===== config.mk =====
export PLATFORM = sky130hd
export DESIGN_NAME = bfs_sequencer
export DESIGN_NICKNAME = d
export VERILOG_FILES = /design/src/bfs_sequencer.v /design/src/bfs_sync.v /design/src/bfs_timer.v
export VERILOG_INCLUDE_DIRS = /design/src
export SDC_FILE = /design/constraint.sdc
export NUM_CORES = 1
export LEC_CHECK = 0
export BUFFER_PORTS_ARGS = -buffer_cell sky130_fd_sc_hd__buf_4
export CAP_MARGIN = 20
export CORE_ASPECT_RATIO = 0.8
export CORE_MARGIN = 2
export CORE_UTILIZATION = 40
export CTS_BUF_LIST = sky130_fd_sc_hd__clkbuf_16
export CTS_CLUSTER_SIZE = 28
export DETAILED_ROUTE_END_ITERATION = 7
export PLACE_DENSITY = 0.68
export SYNTH_ARGS = -nofsm -noshare
export SYNTH_HDL_FRONTEND = slang
export SYNTH_HIERARCHICAL = 1
export SYNTH_SLANG_ARGS = --single-unit

===== constraint.sdc =====
create_clock -name pclk -period 3.5 [get_ports pclk]
set_input_delay 0.35 -clock pclk [delete_from_list [all_inputs] [get_ports pclk]]
set_output_delay 0.35 -clock pclk [all_outputs]
set_load 0.005 [all_outputs]

===== src/bfs_consts.vh =====
// Shared constants of the buck fault sequencer: register map, fields and timing.
`ifndef BFS_CONSTS_VH
`define BFS_CONSTS_VH

// ==========================================================================
// Timing
// ==========================================================================
`define BFS_CLK_HZ        50000000
`define BFS_UV_DELAY_US   1000
`define BFS_HICCUP_US     16000
`define BFS_UV_ARM_US     1500
`define BFS_PG_RISE_US    1000
`define BFS_PG_FALL_US    2
`define BFS_SS_US         700
`define BFS_US_TO_CYC(us) ((us) * (`BFS_CLK_HZ / 1000000))

// ==========================================================================
// Register map (byte addresses)
// ==========================================================================
`define BFS_ADDR_CTRL     12'h000
`define BFS_ADDR_STATUS   12'h004
`define BFS_ADDR_EVENT    12'h008
`define BFS_ADDR_MASK     12'h00c

// Control fields.
`define BFS_CTRL_ENABLE   0
`define BFS_CTRL_RESET    1'h1

// Event bits, shared by the event and mask registers.
`define BFS_EV_UV         0
`define BFS_EV_OV         1
`define BFS_EV_LOCKOUT    2
`define BFS_EV_THERMAL    3
`define BFS_EV_PG_RISE    4
`define BFS_EV_PG_FALL    5
`define BFS_EV_W          6

// Sequencer states.
`define BFS_ST_OFF        3'h0
`define BFS_ST_SOFT       3'h1
`define BFS_ST_RUN        3'h2
`define BFS_ST_OVHOLD     3'h3
`define BFS_ST_HICCUP     3'h4
`define BFS_ST_OVWAIT     3'h5

`endif


===== src/bfs_sequencer.v =====
// Protection and mode sequencer of a synchronous buck controller, with an APB register file.
//
// Decided for this implementation: the register addresses and register access over APB.
`include "bfs_consts.vh"
module bfs_sequencer #(
   parameter UV_DELAY_CYC = `BFS_US_TO_CYC(`BFS_UV_DELAY_US),
   parameter HICCUP_CYC   = `BFS_US_TO_CYC(`BFS_HICCUP_US),
   parameter UV_ARM_CYC   = `BFS_US_TO_CYC(`BFS_UV_ARM_US),
   parameter PG_RISE_CYC  = `BFS_US_TO_CYC(`BFS_PG_RISE_US),
   parameter PG_FALL_CYC  = `BFS_US_TO_CYC(`BFS_PG_FALL_US),
   parameter SS_CYC       = `BFS_US_TO_CYC(`BFS_SS_US)
) (
   input  wire        pclk,
   input  wire        presetn,
   input  wire        psel,
   input  wire        penable,
   input  wire        pwrite,
   input  wire [11:0] paddr,
   input  wire [31:0] pwdata,
   output reg  [31:0] prdata,
   output reg         pready,
   output reg         pslverr,
   input  wire        fb_under,
   input  wire        fb_over,
   input  wire        supply_lockout,
   input  wire        over_temp,
   input  wire        zero_current,
   input  wire        on_request,
   input  wire        fb_in_window,
   input  wire        fb_out_window,
   input  wire        forced_continuous_conduction,
   output reg         high_side_on,
   output reg         low_side_on,
   output reg         output_in_range_flag,
   output reg         irq
);

   localparam TW = 24;

   // ==========================================================================
   // Declarations
   // ==========================================================================
   wire [8:0]          syn;
   wire                s_uv;
   wire                s_ov;
   wire                s_lock;
   wire                s_temp;
   wire                s_zc;
   wire                s_on;
   wire                s_inw;
   wire                s_outw;
   wire                s_forced_continuous_conduction;
   reg  [2:0]          state;
   reg  [2:0]          next_state;
   reg                 enable;
   reg  [`BFS_EV_W-1:0] event_bits;
   reg  [`BFS_EV_W-1:0] mask;
   reg  [`BFS_EV_W-1:0] ev_set;
   reg                 uv_armed;
   reg                 low_off_cycle;
   reg                 next_hs;
   reg                 next_ls;
   wire                fault_stop;
   wire                wr_en;
   wire                rd_en;
   wire                uv_done;
   wire                uv_run;
   wire                hic_done;
   wire                hic_run;
   wire                arm_done;
   wire                arm_run;
   wire                ss_done;
   wire                ss_run;
   wire                pgr_done;
   wire                pgr_run;
   wire                pgf_done;
   wire                pgf_run;
   wire                uv_seen;
   wire                ss_start;
   wire                leave_run;
   wire                uv_armed_pg;

   // Shrinks a 32-bit parameter to the timer width on purpose.
   function [TW-1:0] cyc;
      input integer n;
      begin
         cyc = n[TW-1:0];
      end
   endfunction

   // ==========================================================================
   // Input synchronisation
   // ==========================================================================
   // Every comparator flag passes two flops before any decision looks at it.
   bfs_sync #(.W(9)) u_sync (
      .pclk     (pclk),
      .presetn  (presetn),
      .async_in ({fb_under, fb_over, supply_lockout, over_temp, zero_current,
                  on_request, fb_in_window, fb_out_window, forced_continuous_conduction}),
      .sync_out (syn)
   );

   assign s_uv   = syn[8];
   assign s_ov   = syn[7];
   assign s_lock = syn[6];
   assign s_temp = syn[5];
   assign s_zc   = syn[4];
   assign s_on   = syn[3];
   assign s_inw  = syn[2];
   assign s_outw = syn[1];
   assign s_forced_continuous_conduction = syn[0];

   // Lockout, temperature and software disable are non-latching stops.
   assign fault_stop = s_lock | s_temp | !enable;
   assign ss_start   = (state == `BFS_ST_OFF) && !fault_stop && !s_ov;
   assign leave_run  = (next_state != `BFS_ST_RUN) && (state == `BFS_ST_RUN);
   assign uv_seen    = s_uv && uv_armed && (state == `BFS_ST_RUN);

   // ==========================================================================
   // Delay timers
   // ==========================================================================
   // Undervoltage delay restarts on each rising of the armed flag, stops when it clears.
   bfs_timer #(.W(TW)) u_uv (
      .pclk(pclk), .presetn(presetn),
      .load(uv_seen && !uv_run && !uv_done), .stop(!uv_seen),
      .count(cyc(UV_DELAY_CYC)), .running(uv_run), .done(uv_done)
   );

   bfs_timer #(.W(TW)) u_hic (
      .pclk(pclk), .presetn(presetn),
      .load((state != `BFS_ST_HICCUP) && (next_state == `BFS_ST_HICCUP)), .stop(fault_stop),
      .count(cyc(HICCUP_CYC)), .running(hic_run), .done(hic_done)
   );

   bfs_timer #(.W(TW)) u_ss (
      .pclk(pclk), .presetn(presetn),
      .load(ss_start), .stop(fault_stop),
      .count(cyc(SS_CYC)), .running(ss_run), .done(ss_done)
   );

   bfs_timer #(.W(TW)) u_arm (
      .pclk(pclk), .presetn(presetn),
      .load(ss_done), .stop(state != `BFS_ST_RUN),
      .count(cyc(UV_ARM_CYC)), .running(arm_run), .done(arm_done)
   );

   bfs_timer #(.W(TW)) u_pgr (
      .pclk(pclk), .presetn(presetn),
      .load(s_inw && !output_in_range_flag && !pgr_run && !pgr_done && uv_armed_pg),
      .stop(!s_inw || state != `BFS_ST_RUN),
      .count(cyc(PG_RISE_CYC)), .running(pgr_run), .done(pgr_done)
   );

   bfs_timer #(.W(TW)) u_pgf (
      .pclk(pclk), .presetn(presetn),
      .load(s_outw && output_in_range_flag && !pgf_run && !pgf_done),
      .stop(!s_outw),
      .count(cyc(PG_FALL_CYC)), .running(pgf_run), .done(pgf_done)
   );

   // Range reporting is allowed once soft-start has ended and the stage runs.
   assign uv_armed_pg = (state == `BFS_ST_RUN);

   // ==========================================================================
   // Sequencer state
   // ==========================================================================
   always @* begin
      next_state = state;
      case (state)
         `BFS_ST_OFF: begin
            if (ss_start)
               next_state = `BFS_ST_SOFT;
            else if (s_ov && !fault_stop)
               next_state = `BFS_ST_OVWAIT;
         end
         `BFS_ST_SOFT: begin
            if (fault_stop)
               next_state = `BFS_ST_OFF;
            else if (s_ov)
               next_state = `BFS_ST_OVHOLD;
            else if (ss_done)
               next_state = `BFS_ST_RUN;
         end
         `BFS_ST_RUN: begin
            if (fault_stop)
               next_state = `BFS_ST_OFF;
            else if (s_ov)
               next_state = `BFS_ST_OVHOLD;
            else if (uv_done)
               next_state = `BFS_ST_HICCUP;
         end
         `BFS_ST_OVHOLD: begin
            if (fault_stop)
               next_state = `BFS_ST_OFF;
            else if (s_uv)
               next_state = `BFS_ST_HICCUP;
         end
         `BFS_ST_HICCUP: begin
            if (fault_stop)
               next_state = `BFS_ST_OFF;
            else if (hic_done)
               next_state = s_ov ? `BFS_ST_OVWAIT : `BFS_ST_OFF;
         end
         `BFS_ST_OVWAIT: begin
            if (fault_stop || !s_ov)
               next_state = `BFS_ST_OFF;
         end
         default: next_state = `BFS_ST_OFF;
      endcase
   end

   always @(posedge pclk or negedge presetn) begin
      if (!presetn) begin
         state    <= `BFS_ST_OFF;
         uv_armed <= 1'b0;
      end else begin
         state <= next_state;
         // Leaving run disarms, but an arm_done pulse in the cycle after the exit re-arms for the next start.
         if (leave_run)
            uv_armed <= 1'b0;
         else if (arm_done)
            uv_armed <= 1'b1;
      end
   end

   // ==========================================================================
   // Gate drive
   // ==========================================================================
   // Low-side release by zero crossing holds until the next on request.
   always @(posedge pclk or negedge presetn) begin
      if (!presetn)
         low_off_cycle <= 1'b0;
      else if (s_on)
         low_off_cycle <= 1'b0;
      else if (s_zc && !s_forced_continuous_conduction)
         low_off_cycle <= 1'b1;
   end

   // In soft-start and run the on request passes through unchanged in either conduction mode.
   always @* begin
      next_hs = 1'b0;
      next_ls = 1'b0;
      case (state)
         `BFS_ST_SOFT, `BFS_ST_RUN: begin
            next_hs = s_on;
            next_ls = !s_on && !low_off_cycle;
         end
         `BFS_ST_OVHOLD: begin
            next_hs = 1'b0;
            next_ls = 1'b1;
         end
         default: begin
            next_hs = 1'b0;
            next_ls = 1'b0;
         end
      endcase
   end

   always @(posedge pclk or negedge presetn) begin
      if (!presetn) begin
         high_side_on         <= 1'b0;
         low_side_on          <= 1'b0;
         output_in_range_flag <= 1'b0;
      end else begin
         high_side_on <= next_hs;
         low_side_on  <= next_ls;
         if (state != `BFS_ST_RUN || pgf_done)
            output_in_range_flag <= 1'b0;
         else if (pgr_done)
            output_in_range_flag <= 1'b1;
      end
   end

   // ==========================================================================
   // Events and interrupt
   // ==========================================================================
   always @* begin
      ev_set = {`BFS_EV_W{1'b0}};
      ev_set[`BFS_EV_UV]      = (state == `BFS_ST_RUN) && uv_done;
      ev_set[`BFS_EV_OV]      = (state != `BFS_ST_OVHOLD) && (next_state == `BFS_ST_OVHOLD);
      ev_set[`BFS_EV_LOCKOUT] = s_lock && (state != `BFS_ST_OFF);
      ev_set[`BFS_EV_THERMAL] = s_temp && (state != `BFS_ST_OFF);
      ev_set[`BFS_EV_PG_RISE] = pgr_done && !output_in_range_flag && (state == `BFS_ST_RUN);
      ev_set[`BFS_EV_PG_FALL] = pgf_done && output_in_range_flag;
   end

   assign wr_en = psel && penable && pwrite;
   assign rd_en = psel && !penable && !pwrite;

   // Write-one-to-clear, but a new event in the same cycle keeps its bit.
   always @(posedge pclk or negedge presetn) begin
      if (!presetn) begin
         event_bits <= {`BFS_EV_W{1'b0}};
         mask       <= {`BFS_EV_W{1'b0}};
         enable     <= `BFS_CTRL_RESET;
         irq        <= 1'b0;
      end else begin
         if (wr_en && paddr == `BFS_ADDR_EVENT)
            event_bits <= (event_bits & ~pwdata[`BFS_EV_W-1:0]) | ev_set;
         else
            event_bits <= event_bits | ev_set;
         if (wr_en && paddr == `BFS_ADDR_MASK)
            mask <= pwdata[`BFS_EV_W-1:0];
         if (wr_en && paddr == `BFS_ADDR_CTRL)
            enable <= pwdata[`BFS_CTRL_ENABLE];
         irq <= |(event_bits & mask);
      end
   end

   // ==========================================================================
   // APB slave
   // ==========================================================================
   // Reads are captured in setup so the access phase completes with zero wait.
   always @(posedge pclk or negedge presetn) begin
      if (!presetn) begin
         prdata  <= 32'h0000_0000;
         pready  <= 1'b0;
         pslverr <= 1'b0;
      end else begin
         pready  <= psel && !penable;
         pslverr <= psel && !penable && !(paddr == `BFS_ADDR_CTRL || paddr == `BFS_ADDR_STATUS ||
                    paddr == `BFS_ADDR_EVENT || paddr == `BFS_ADDR_MASK);
         if (rd_en) begin
            case (paddr)
               `BFS_ADDR_CTRL:   prdata <= {31'h0, enable};
               `BFS_ADDR_STATUS: prdata <= {24'h0, output_in_range_flag, uv_armed, low_side_on,
                                            high_side_on, 1'b0, state};
               `BFS_ADDR_EVENT:  prdata <= {26'h0, event_bits};
               `BFS_ADDR_MASK:   prdata <= {26'h0, mask};
               default:          prdata <= 32'h0000_0000;
            endcase
         end
      end
   end

endmodule


===== src/bfs_sync.v =====
// Two-flop synchroniser bank for the comparator and strap inputs.
module bfs_sync #(
   parameter W = 8
) (
   input  wire         pclk,
   input  wire         presetn,
   input  wire [W-1:0] async_in,
   output reg  [W-1:0] sync_out
);

   reg [W-1:0] stage1;

   // ==========================================================================
   // Synchroniser
   // ==========================================================================
   // The first stage feeds only the second, so metastability never spreads.
   always @(posedge pclk or negedge presetn) begin
      if (!presetn) begin
         stage1   <= {W{1'b0}};
         sync_out <= {W{1'b0}};
      end else begin
         stage1   <= async_in;
         sync_out <= stage1;
      end
   end

endmodule


===== src/bfs_timer.v =====
// Down-counting delay timer with a load strobe and a one-cycle done pulse.
module bfs_timer #(
   parameter W = 20
) (
   input  wire         pclk,
   input  wire         presetn,
   input  wire         load,
   input  wire         stop,
   input  wire [W-1:0] count,
   output reg          running,
   output reg          done
);

   reg [W-1:0] remain;

   // ==========================================================================
   // Counter
   // ==========================================================================
   // Load wins over stop so a restart in the same cycle is never lost.
   always @(posedge pclk or negedge presetn) begin
      if (!presetn) begin
         remain  <= {W{1'b0}};
         running <= 1'b0;
         done    <= 1'b0;
      end else begin
         done <= 1'b0;
         if (load) begin
            remain  <= count;
            running <= 1'b1;
         end else if (stop) begin
            running <= 1'b0;
         end else if (running) begin
            if (remain <= {{(W-1){1'b0}}, 1'b1}) begin
               running <= 1'b0;
               done    <= 1'b1;
            end else begin
               remain <= remain - {{(W-1){1'b0}}, 1'b1};
            end
         end
      end
   end

endmodule


==> results by group, run 1 <==
STA
  – Endpoints failing hold: 0
  – Skew final: about 14 ps
  – Tmin final: ~3000 ps
  – FMAX: between 300 and 400 MHz
  – Setup Viol. Count Final: 0
  – Setup TNS: 0 ps
  – Final worst path period share: 85.8%
  – Worst slew pin tran: between 900 and 1000 ps
  – Max-slew headroom: approximately two fifths
  – Hold slack: 60.2 ps
  – Final Max Slew Viols: 0
  – RSZ-0062 raised after global routing: no

GRT
  – Pin count of the biggest net entering global routing: approximately 120
  – Initial antenna violation count: 0
  – First-pass GRT wire length: 47100 microns
  – Number of global-route vias before repair: between 9000 and 10000
  – Gr usage total: approximately 18%
  – GRT overflow: 0

Synth
  – Top cell type's share of synthesized area: 42.8%
  – Synth area leaders: dfrtp_1 (43%), nand2_1 (4.5%), nor2_1 (3.7%)
  – Synth cell count leaders: dfrtp_1 (205), nand2_1 (145), nor2_1 (117)
  – EDFF count, synth: 0
  – Async set-reset flop share out of synthesis: 100%
  – Warnings from Yosys: 6
  – Main synth FF type: dfrtp_1
  – Synth unique cells: slightly above 80
  – Gate Count Post-Synth: ~1300
  – Most frequent cell after synthesis: dfrtp_1
  – Synthesized cell area: 12000 sq um
  – Syn Area/Cell: a little over 9 sq um
  – Sequential share of the synthesized area: between 40 and 50%
  – Post-synth top area cell: dfrtp_1
  – Synthesized flop and latch total: 206

Worst setup path
  – R2r setup slk: approximately 500 ps
  – CP max FO: 11
  – WP data required: between 3000 and 4000 ps
  – Worst Path Arrival: between 3000 and 4000 ps
  – Type of element launching the critical path: register
  – Critical path endpoint category: register
  – Kind of critical path: register to register

Final layout
  – Final instance area: approximately 14000 sq um
  – Nets: roughly 1600
  – Final antenna diode count: 0
  – Ratio of cells with drive above 1 in the final layout: 12.5%
  – Finished Layout Cells: roughly 1900
  – Layout area overhead: 16.6%

Clock tree
  – TritonCTS clock tree: done
  – Postcts setup bufs: 0
  – Clk sinks: between 200 and 250
  – CTS max path bufs: 3
  – Worst skew pair latency: 540 ps
  – Clock Root Buffer: clkbuf_16
  – Clock transition at the registers of the reported paths: 60 ps
  – TritonCTS buffer count: 24
  – H-tree depth: 1
  – Post-CTS Resized: 0

Drt
  – Routed Antenna Nets: 0
  – DRC Markers: 0
  – DR vias/cell: 5.34
  – Detailed Routing Iterations Pass 1: 5
  – Iteration-0 DRC Markers: between 600 and 700
  – DR WL/cell: roughly 15 microns
  – Total Routed Length: 28000 microns
  – Via Count: between 10000 and 15000

Power
  – Pwr/cell area: 372 nW/um^2
  – Max VDD drop: 292 uV
  – Leak pwr: 5.20 nW

Hold path
  – Worst Hold Class: input pin to register

Status
  – Status: completed

Floorplan
  – Die Footprint: between 30000 and 40000 sq um
  – Rows: 56
  – Placeable Area: around 29000 sq um
  – Vert. Die Dim: roughly 160 microns
  – I/O pins: 96
  – Die Wd: between 150 and 200 microns
  – Initial core utilization: between 40% and 50%

Placement
  – Dpl hpwl: 19300 microns
  – Placed Area: around 13000 sq um
  – Port Buffers: 45
  – RD Place Congestion: 0.821
  – Dpl cells: roughly 1800

Job
  – Max_cap viols: 0
sequential cells by signal, summed over array words and instances, names as in the netlist, 8 cells and up:
signal / flops
u_ss/remain: 24
u_hic/remain: 24
prdata: 8
u_sync/sync_out: 9
u_pgf/remain: 24
u_pgr/remain: 24
u_sync/stage1: 9
u_arm/remain: 24
u_uv/remain: 24
cell usage in the layout (no fill, tap or decap), types with 14 or more instances in the layout:
master and instances:
a31oi_1 52, buf_4 61, clkbuf_16 25, conb_1 168, dfrtp_1 205, inv_1 26, mux2_2 18, nand2_1 145
nand3_1 63, nand4_1 28, nor2_1 117, nor2b_1 16, nor3_1 40, nor4_1 15, o211ai_1 14, o21ai_0 58
o21ai_1 39, o311ai_0 16, o31ai_1 21, or3_1 29, or4_1 38, xnor2_1 35, xor2_1 21
where the power goes:
group	internal (W)	leakage [nW]	switching [W]
logic	0.0000712	2.55	0.000114
registers	0.00243	2.26	0.0000433
clock network	0.00151	0.392	0.00103
total	0.00401	5.20	0.00119
kinds of logic (layout without fill, tap and decap cells):
| family | count (synthesis) | in the layout | synth area share (%) |
|---|---|---|---|
| AOI/OAI and AO/OA | 289 | 289 | 16.5 |
| xor gates and xnor gates | 56 | 56 | 4.09 |
| adders and majority gates | 12 | 12 | 1.25 |
| buffers and inverters | 115 | 145 | 5.25 |
| DFF | 206 | 206 | 43.0 |
| muxes | 19 | 19 | 1.88 |
| other | 2 | 168 | 0.0626 |
| and+or+nand+nor | 605 | 605 | 28.0 |
worst paths after layout:
kind | from | endpoint | cells past startpoint
max | state[2] | u_pgr/remain[23] | 8
min | pwdata[1] | mask[1] | 2
max reg2reg | state[2] | u_pgr/remain[23] | 8
min reg2reg | u_sync/stage1[4] | u_sync/sync_out[4] | 0
max in group asynchronous | presetn | u_hic/remain[9] | 3
min in group asynchronous | presetn | u_pgr/remain[17] | 2
layer usage:
metal	up-vias	share of wire [%]	track usage (%)
met2	172	45	28.3
met1	4776	49	25.7
met3	31	3.9	3.19
met5	-	0	0
li1	5045	-	-
met4	0	1.7	4.20
worst max-delay path: stages (launching register included):
cell and delay (ps):
dfrtp_1 490, nand2b_1 250, nor2_1 430, nand2_1 220, nand2b_1 270, nor2_1 280
nand3_1 260, or4_1 540, a31oi_1 180
what timing repair did:
item                                   CTS  global route
setup endpoints to repair                0             0
hold buffers                            10             0
endpoints found under the hold margin  121             0
through the flow:
step                setup WS [ps]  power, W  util [%]
finish                        498   0.00520      47.5
global route                  265   0.00541      47.5
CTS                           496   0.00528      47.5
detailed placement            501   0.00269      44.5
global placement              567   0.00269      44.5
floorplan                     933   0.00260         -
layout make-up:
type / count / area [sq um]
clock buffer: 25 / 626
clock inverter: 17 / 163
fill: 2776 / 15400
inverter: 30 / 113
multi-input combinational: 1149 / 6870
sequential: 206 / 5160
tap: 377 / 472
timing repair buffer: 73 / 593
No activity file was read; power rests on OpenSTA's default activity.
==> run 2: changes to the inputs <==
- ABC_AREA: not set -> 1
- PLACE_DENSITY: 0.68 -> 0.7
- clock period: 3.5 -> 2.6 ns (I/O delays scaled with it)
==> results by group, run 2 <==
Status
  – Status: completed

Drt
  – Highest metal used: met4
  – DR vias/cell: slightly below 5
  – Via Count: ~13000
  – Met2 Wirelength: roughly 15000 microns
  – Iteration-0 DRC Markers: between 1000 and 1500
  – Total Routed Length: around 33000 microns
  – DRC Markers: 0
  – DR WL/cell: approximately 13 microns
  – Metal-1 WL: 16400 microns
  – Routed Antenna Nets: 0
  – Met3 wire length: between 1500 and 2000 microns
  – Detailed Routing Iterations Pass 1: 7

Final layout
  – Ratio of cells with drive above 1 in the final layout: approximately 12%
  – Commonest non-fill, non-tap cell in the layout: nand2_1
  – Final antenna diode count: 0
  – Layout fillers: approximately 3300
  – Leading cell types in the layout, fill and taps excluded: nand2_1 (660), nor2_1 (254), nand3_1 (244), dfrtp_1 (205), inv_1 (176)
  – Nets: roughly 2300
  – Layout area overhead: 15.1%
  – Core Util, Final: 46.9%
  – Finished Layout Cells: about 2600

Floorplan
  – Die Footprint: ~36000 sq um
  – Placeable Area: around 34000 sq um
  – I/O pins: 96
  – Initial core utilization: around two fifths
  – Rows: 60
  – Die Wd: around 210 microns
  – Vert. Die Dim: between 150 and 200 microns

Clock tree
  – Worst skew pair latency: about 540 ps
  – H-tree depth: 1
  – TritonCTS clock tree: done
  – CTS max path bufs: 3
  – Clock Root Buffer: clkbuf_16
  – Clk sinks: 206
  – TritonCTS buffer count: 24
  – Clock transition at the registers of the reported paths: 60 ps

Placement
  – RD Place Congestion: between 0.9 and 1
  – Dpl cells: between 2000 and 3000
  – Dpl hpwl: 23500 microns
  – Port Buffers: 45

Synth
  – Synth cell count leaders: nand2_1 (660), nor2_1 (254), nand3_1 (244)
  – EDFF count, synth: 0
  – Synthesized cell area: 13800 sq um
  – Synth area leaders: dfrtp_1 (37%), nand2_1 (18%), nand3_1 (8.9%)
  – Post-synth top area cell: dfrtp_1
  – Synth unique cells: 52
  – Most frequent cell after synthesis: nand2_1
  – Top cell type's share of synthesized area: around 37%
  – Sequential share of the synthesized area: between 30 and 40%
  – Async set-reset flop share out of synthesis: between 90% and 100%
  – Main synth FF type: dfrtp_1
  – Warnings from Yosys: 6
  – Gate Count Post-Synth: between 1500 and 2000
  – Synthesized flop and latch total: just over 200
  – Syn Area/Cell: between 6 and 7 sq um

Worst setup path
  – CP max FO: 17
  – Worst-path cell chain: inv_1 > nor3_1 > inv_1 > o41ai_2 > inv_1 > nand2_2 > nand3_1 > o21ai_1
  – Delay-heaviest family, CP: simple AND/OR/NAND/NOR gates
  – Critical path endpoint category: register
  – R2R Path End: u_hic/remain[14]
  – Max incr delay on CP: between 500 and 600 ps
  – CP dominant cell by count: inv_1
  – Type of element launching the critical path: register
  – WP data required: between 3000 and 4000 ps
  – Kind of critical path: register to register
  – R2r setup slk: about 230 ps
  – CP Depth: 8
  – Worst r2r src: enable
  – Worst Path Arrival: approximately 2800 ps
  – CP Buf/Inv Count: 3
  – Crit-path slowest cell: dfstp_2
  – Reg2Reg Depth: 8

Job
  – Max_cap viols: 0

STA
  – Final worst path period share: about 91%
  – FMAX: between 400 and 500 MHz
  – Tmin final: between 2000 and 2500 ps
  – Final Max Slew Viols: 0
  – Setup TNS: 0 ps
  – Skew final: 17.3 ps
  – Max-slew headroom: between 50 and 60%
  – Endpoints failing hold: 0
  – Worst slew pin tran: between 600 and 700 ps
  – Setup Viol. Count Final: 0
  – RSZ-0062 raised after global routing: no

Hold path
  – WHS Path Cells: 3
  – Hold EP: pslverr
  – Worst Hold Launch: paddr[0]
  – Worst Hold Class: input pin to register

GRT
  – First-pass GRT wire length: ~57000 microns
  – Number of global-route vias before repair: roughly 12000
  – Initial antenna violation count: 0
  – Pin count of the biggest net entering global routing: slightly above 80
  – Gr usage total: 19.0%
  – GRT overflow: 0

Power
  – Pwr/cell area: 536 nW/um^2
  – Leak pwr: between 7 and 8 nW
  – Max VDD drop: roughly 440 uV
-- run 2: cell count changes in the layout (fill, tap and decap cells not counted), sizes merged, moves of 23 or more --
cell	change
a31oi	-49
inv	+153
nand2	+543
nand3	+198
nor2	+178
nor3	-35
o311ai	-23
o31ai	-26
or2	+30
or3	-36
or4	-43
-- run 2: kinds of logic after synthesis --
kind of cell | after synthesis | share of synthesized area (%)
other cells | 2 | 0.0545
xor+xnor | 42 | 2.67
flops | 206 | 37.4
compound gates | 132 | 5.90
buf+inv | 250 | 8.88
fa+ha+maj | 12 | 1.09
simple gates | 1353 | 44.0
-- run 2: repair_timing --
| item | in CTS | in global routing |
|---|---|---|
| buffers inserted | 0 | 0 |
| endpoints found under the hold margin | 59 | 0 |
| gates resized for setup | 0 | 0 |
| hold buffers | 18 | 0 |
-- run 2: metal layers --
metal | vias up | global-route usage [%]
met1 | 5877 | 27.8
met4 | 0 | 4.35
met3 | 35 | 2.47
li1 | 6576 | -
met2 | 291 | 29.8
met5 | - | 0
-- run 2: worst max-delay path by stage --
stage          startpoint               end  slack [ps]
6_report           enable  u_hic/remain[14]         230
5_1_grt            enable  u_hic/remain[14]          10
4_1_cts            enable  u_hic/remain[14]         190
3_5_place_dp       enable  u_hic/remain[14]         210
3_3_place_gp       enable  u_hic/remain[15]         300
2_1_floorplan    state[2]  u_pgr/remain[13]         460
-- run 2: worst register-to-register path, cell delays in order (launching register included) --
cell,delay (ps)
dfstp_2,510
inv_1,60
nor3_1,300
inv_1,190
o41ai_2,310
inv_1,310
nand2_2,350
nand3_1,140
o21ai_1,120
-- run 2: stage by stage --
step / hold slack [ps] / power, W / cell area (sq um) / worst slack [ps]
after global placement: 185 / 0.00524 / 14900 / 304
after CTS: 36.3 / 0.00860 / 15800 / 188
after global routing: 91.1 / 0.00902 / 15800 / 14.0
after detailed placement: 184 / 0.00529 / 14900 / 212
after floorplan: -35.6 / 0.00489 / 14400 / 461
final: 53.1 / 0.00849 / 15800 / 233
-- run 2: final cells by class --
class | count | area (sq um) | area share [%]
multi-input combinational | 1707 | 8050 | 50.8
sequential | 206 | 5160 | 32.5
inverter | 181 | 694 | 4.38
timing repair buffer | 80 | 678 | 4.28
clock buffer | 24 | 601 | 3.79
tap | 434 | 543 | 3.43
clock inverter | 15 | 131 | 0.829
-- run 2: where the power goes --
part | internal (W) | switching [W] | leakage (nW)
Sequential | 0.00350 | 0.000378 | 2.19
Clock | 0.00186 | 0.00135 | 0.371
Combinational | 0.000537 | 0.000866 | 4.79
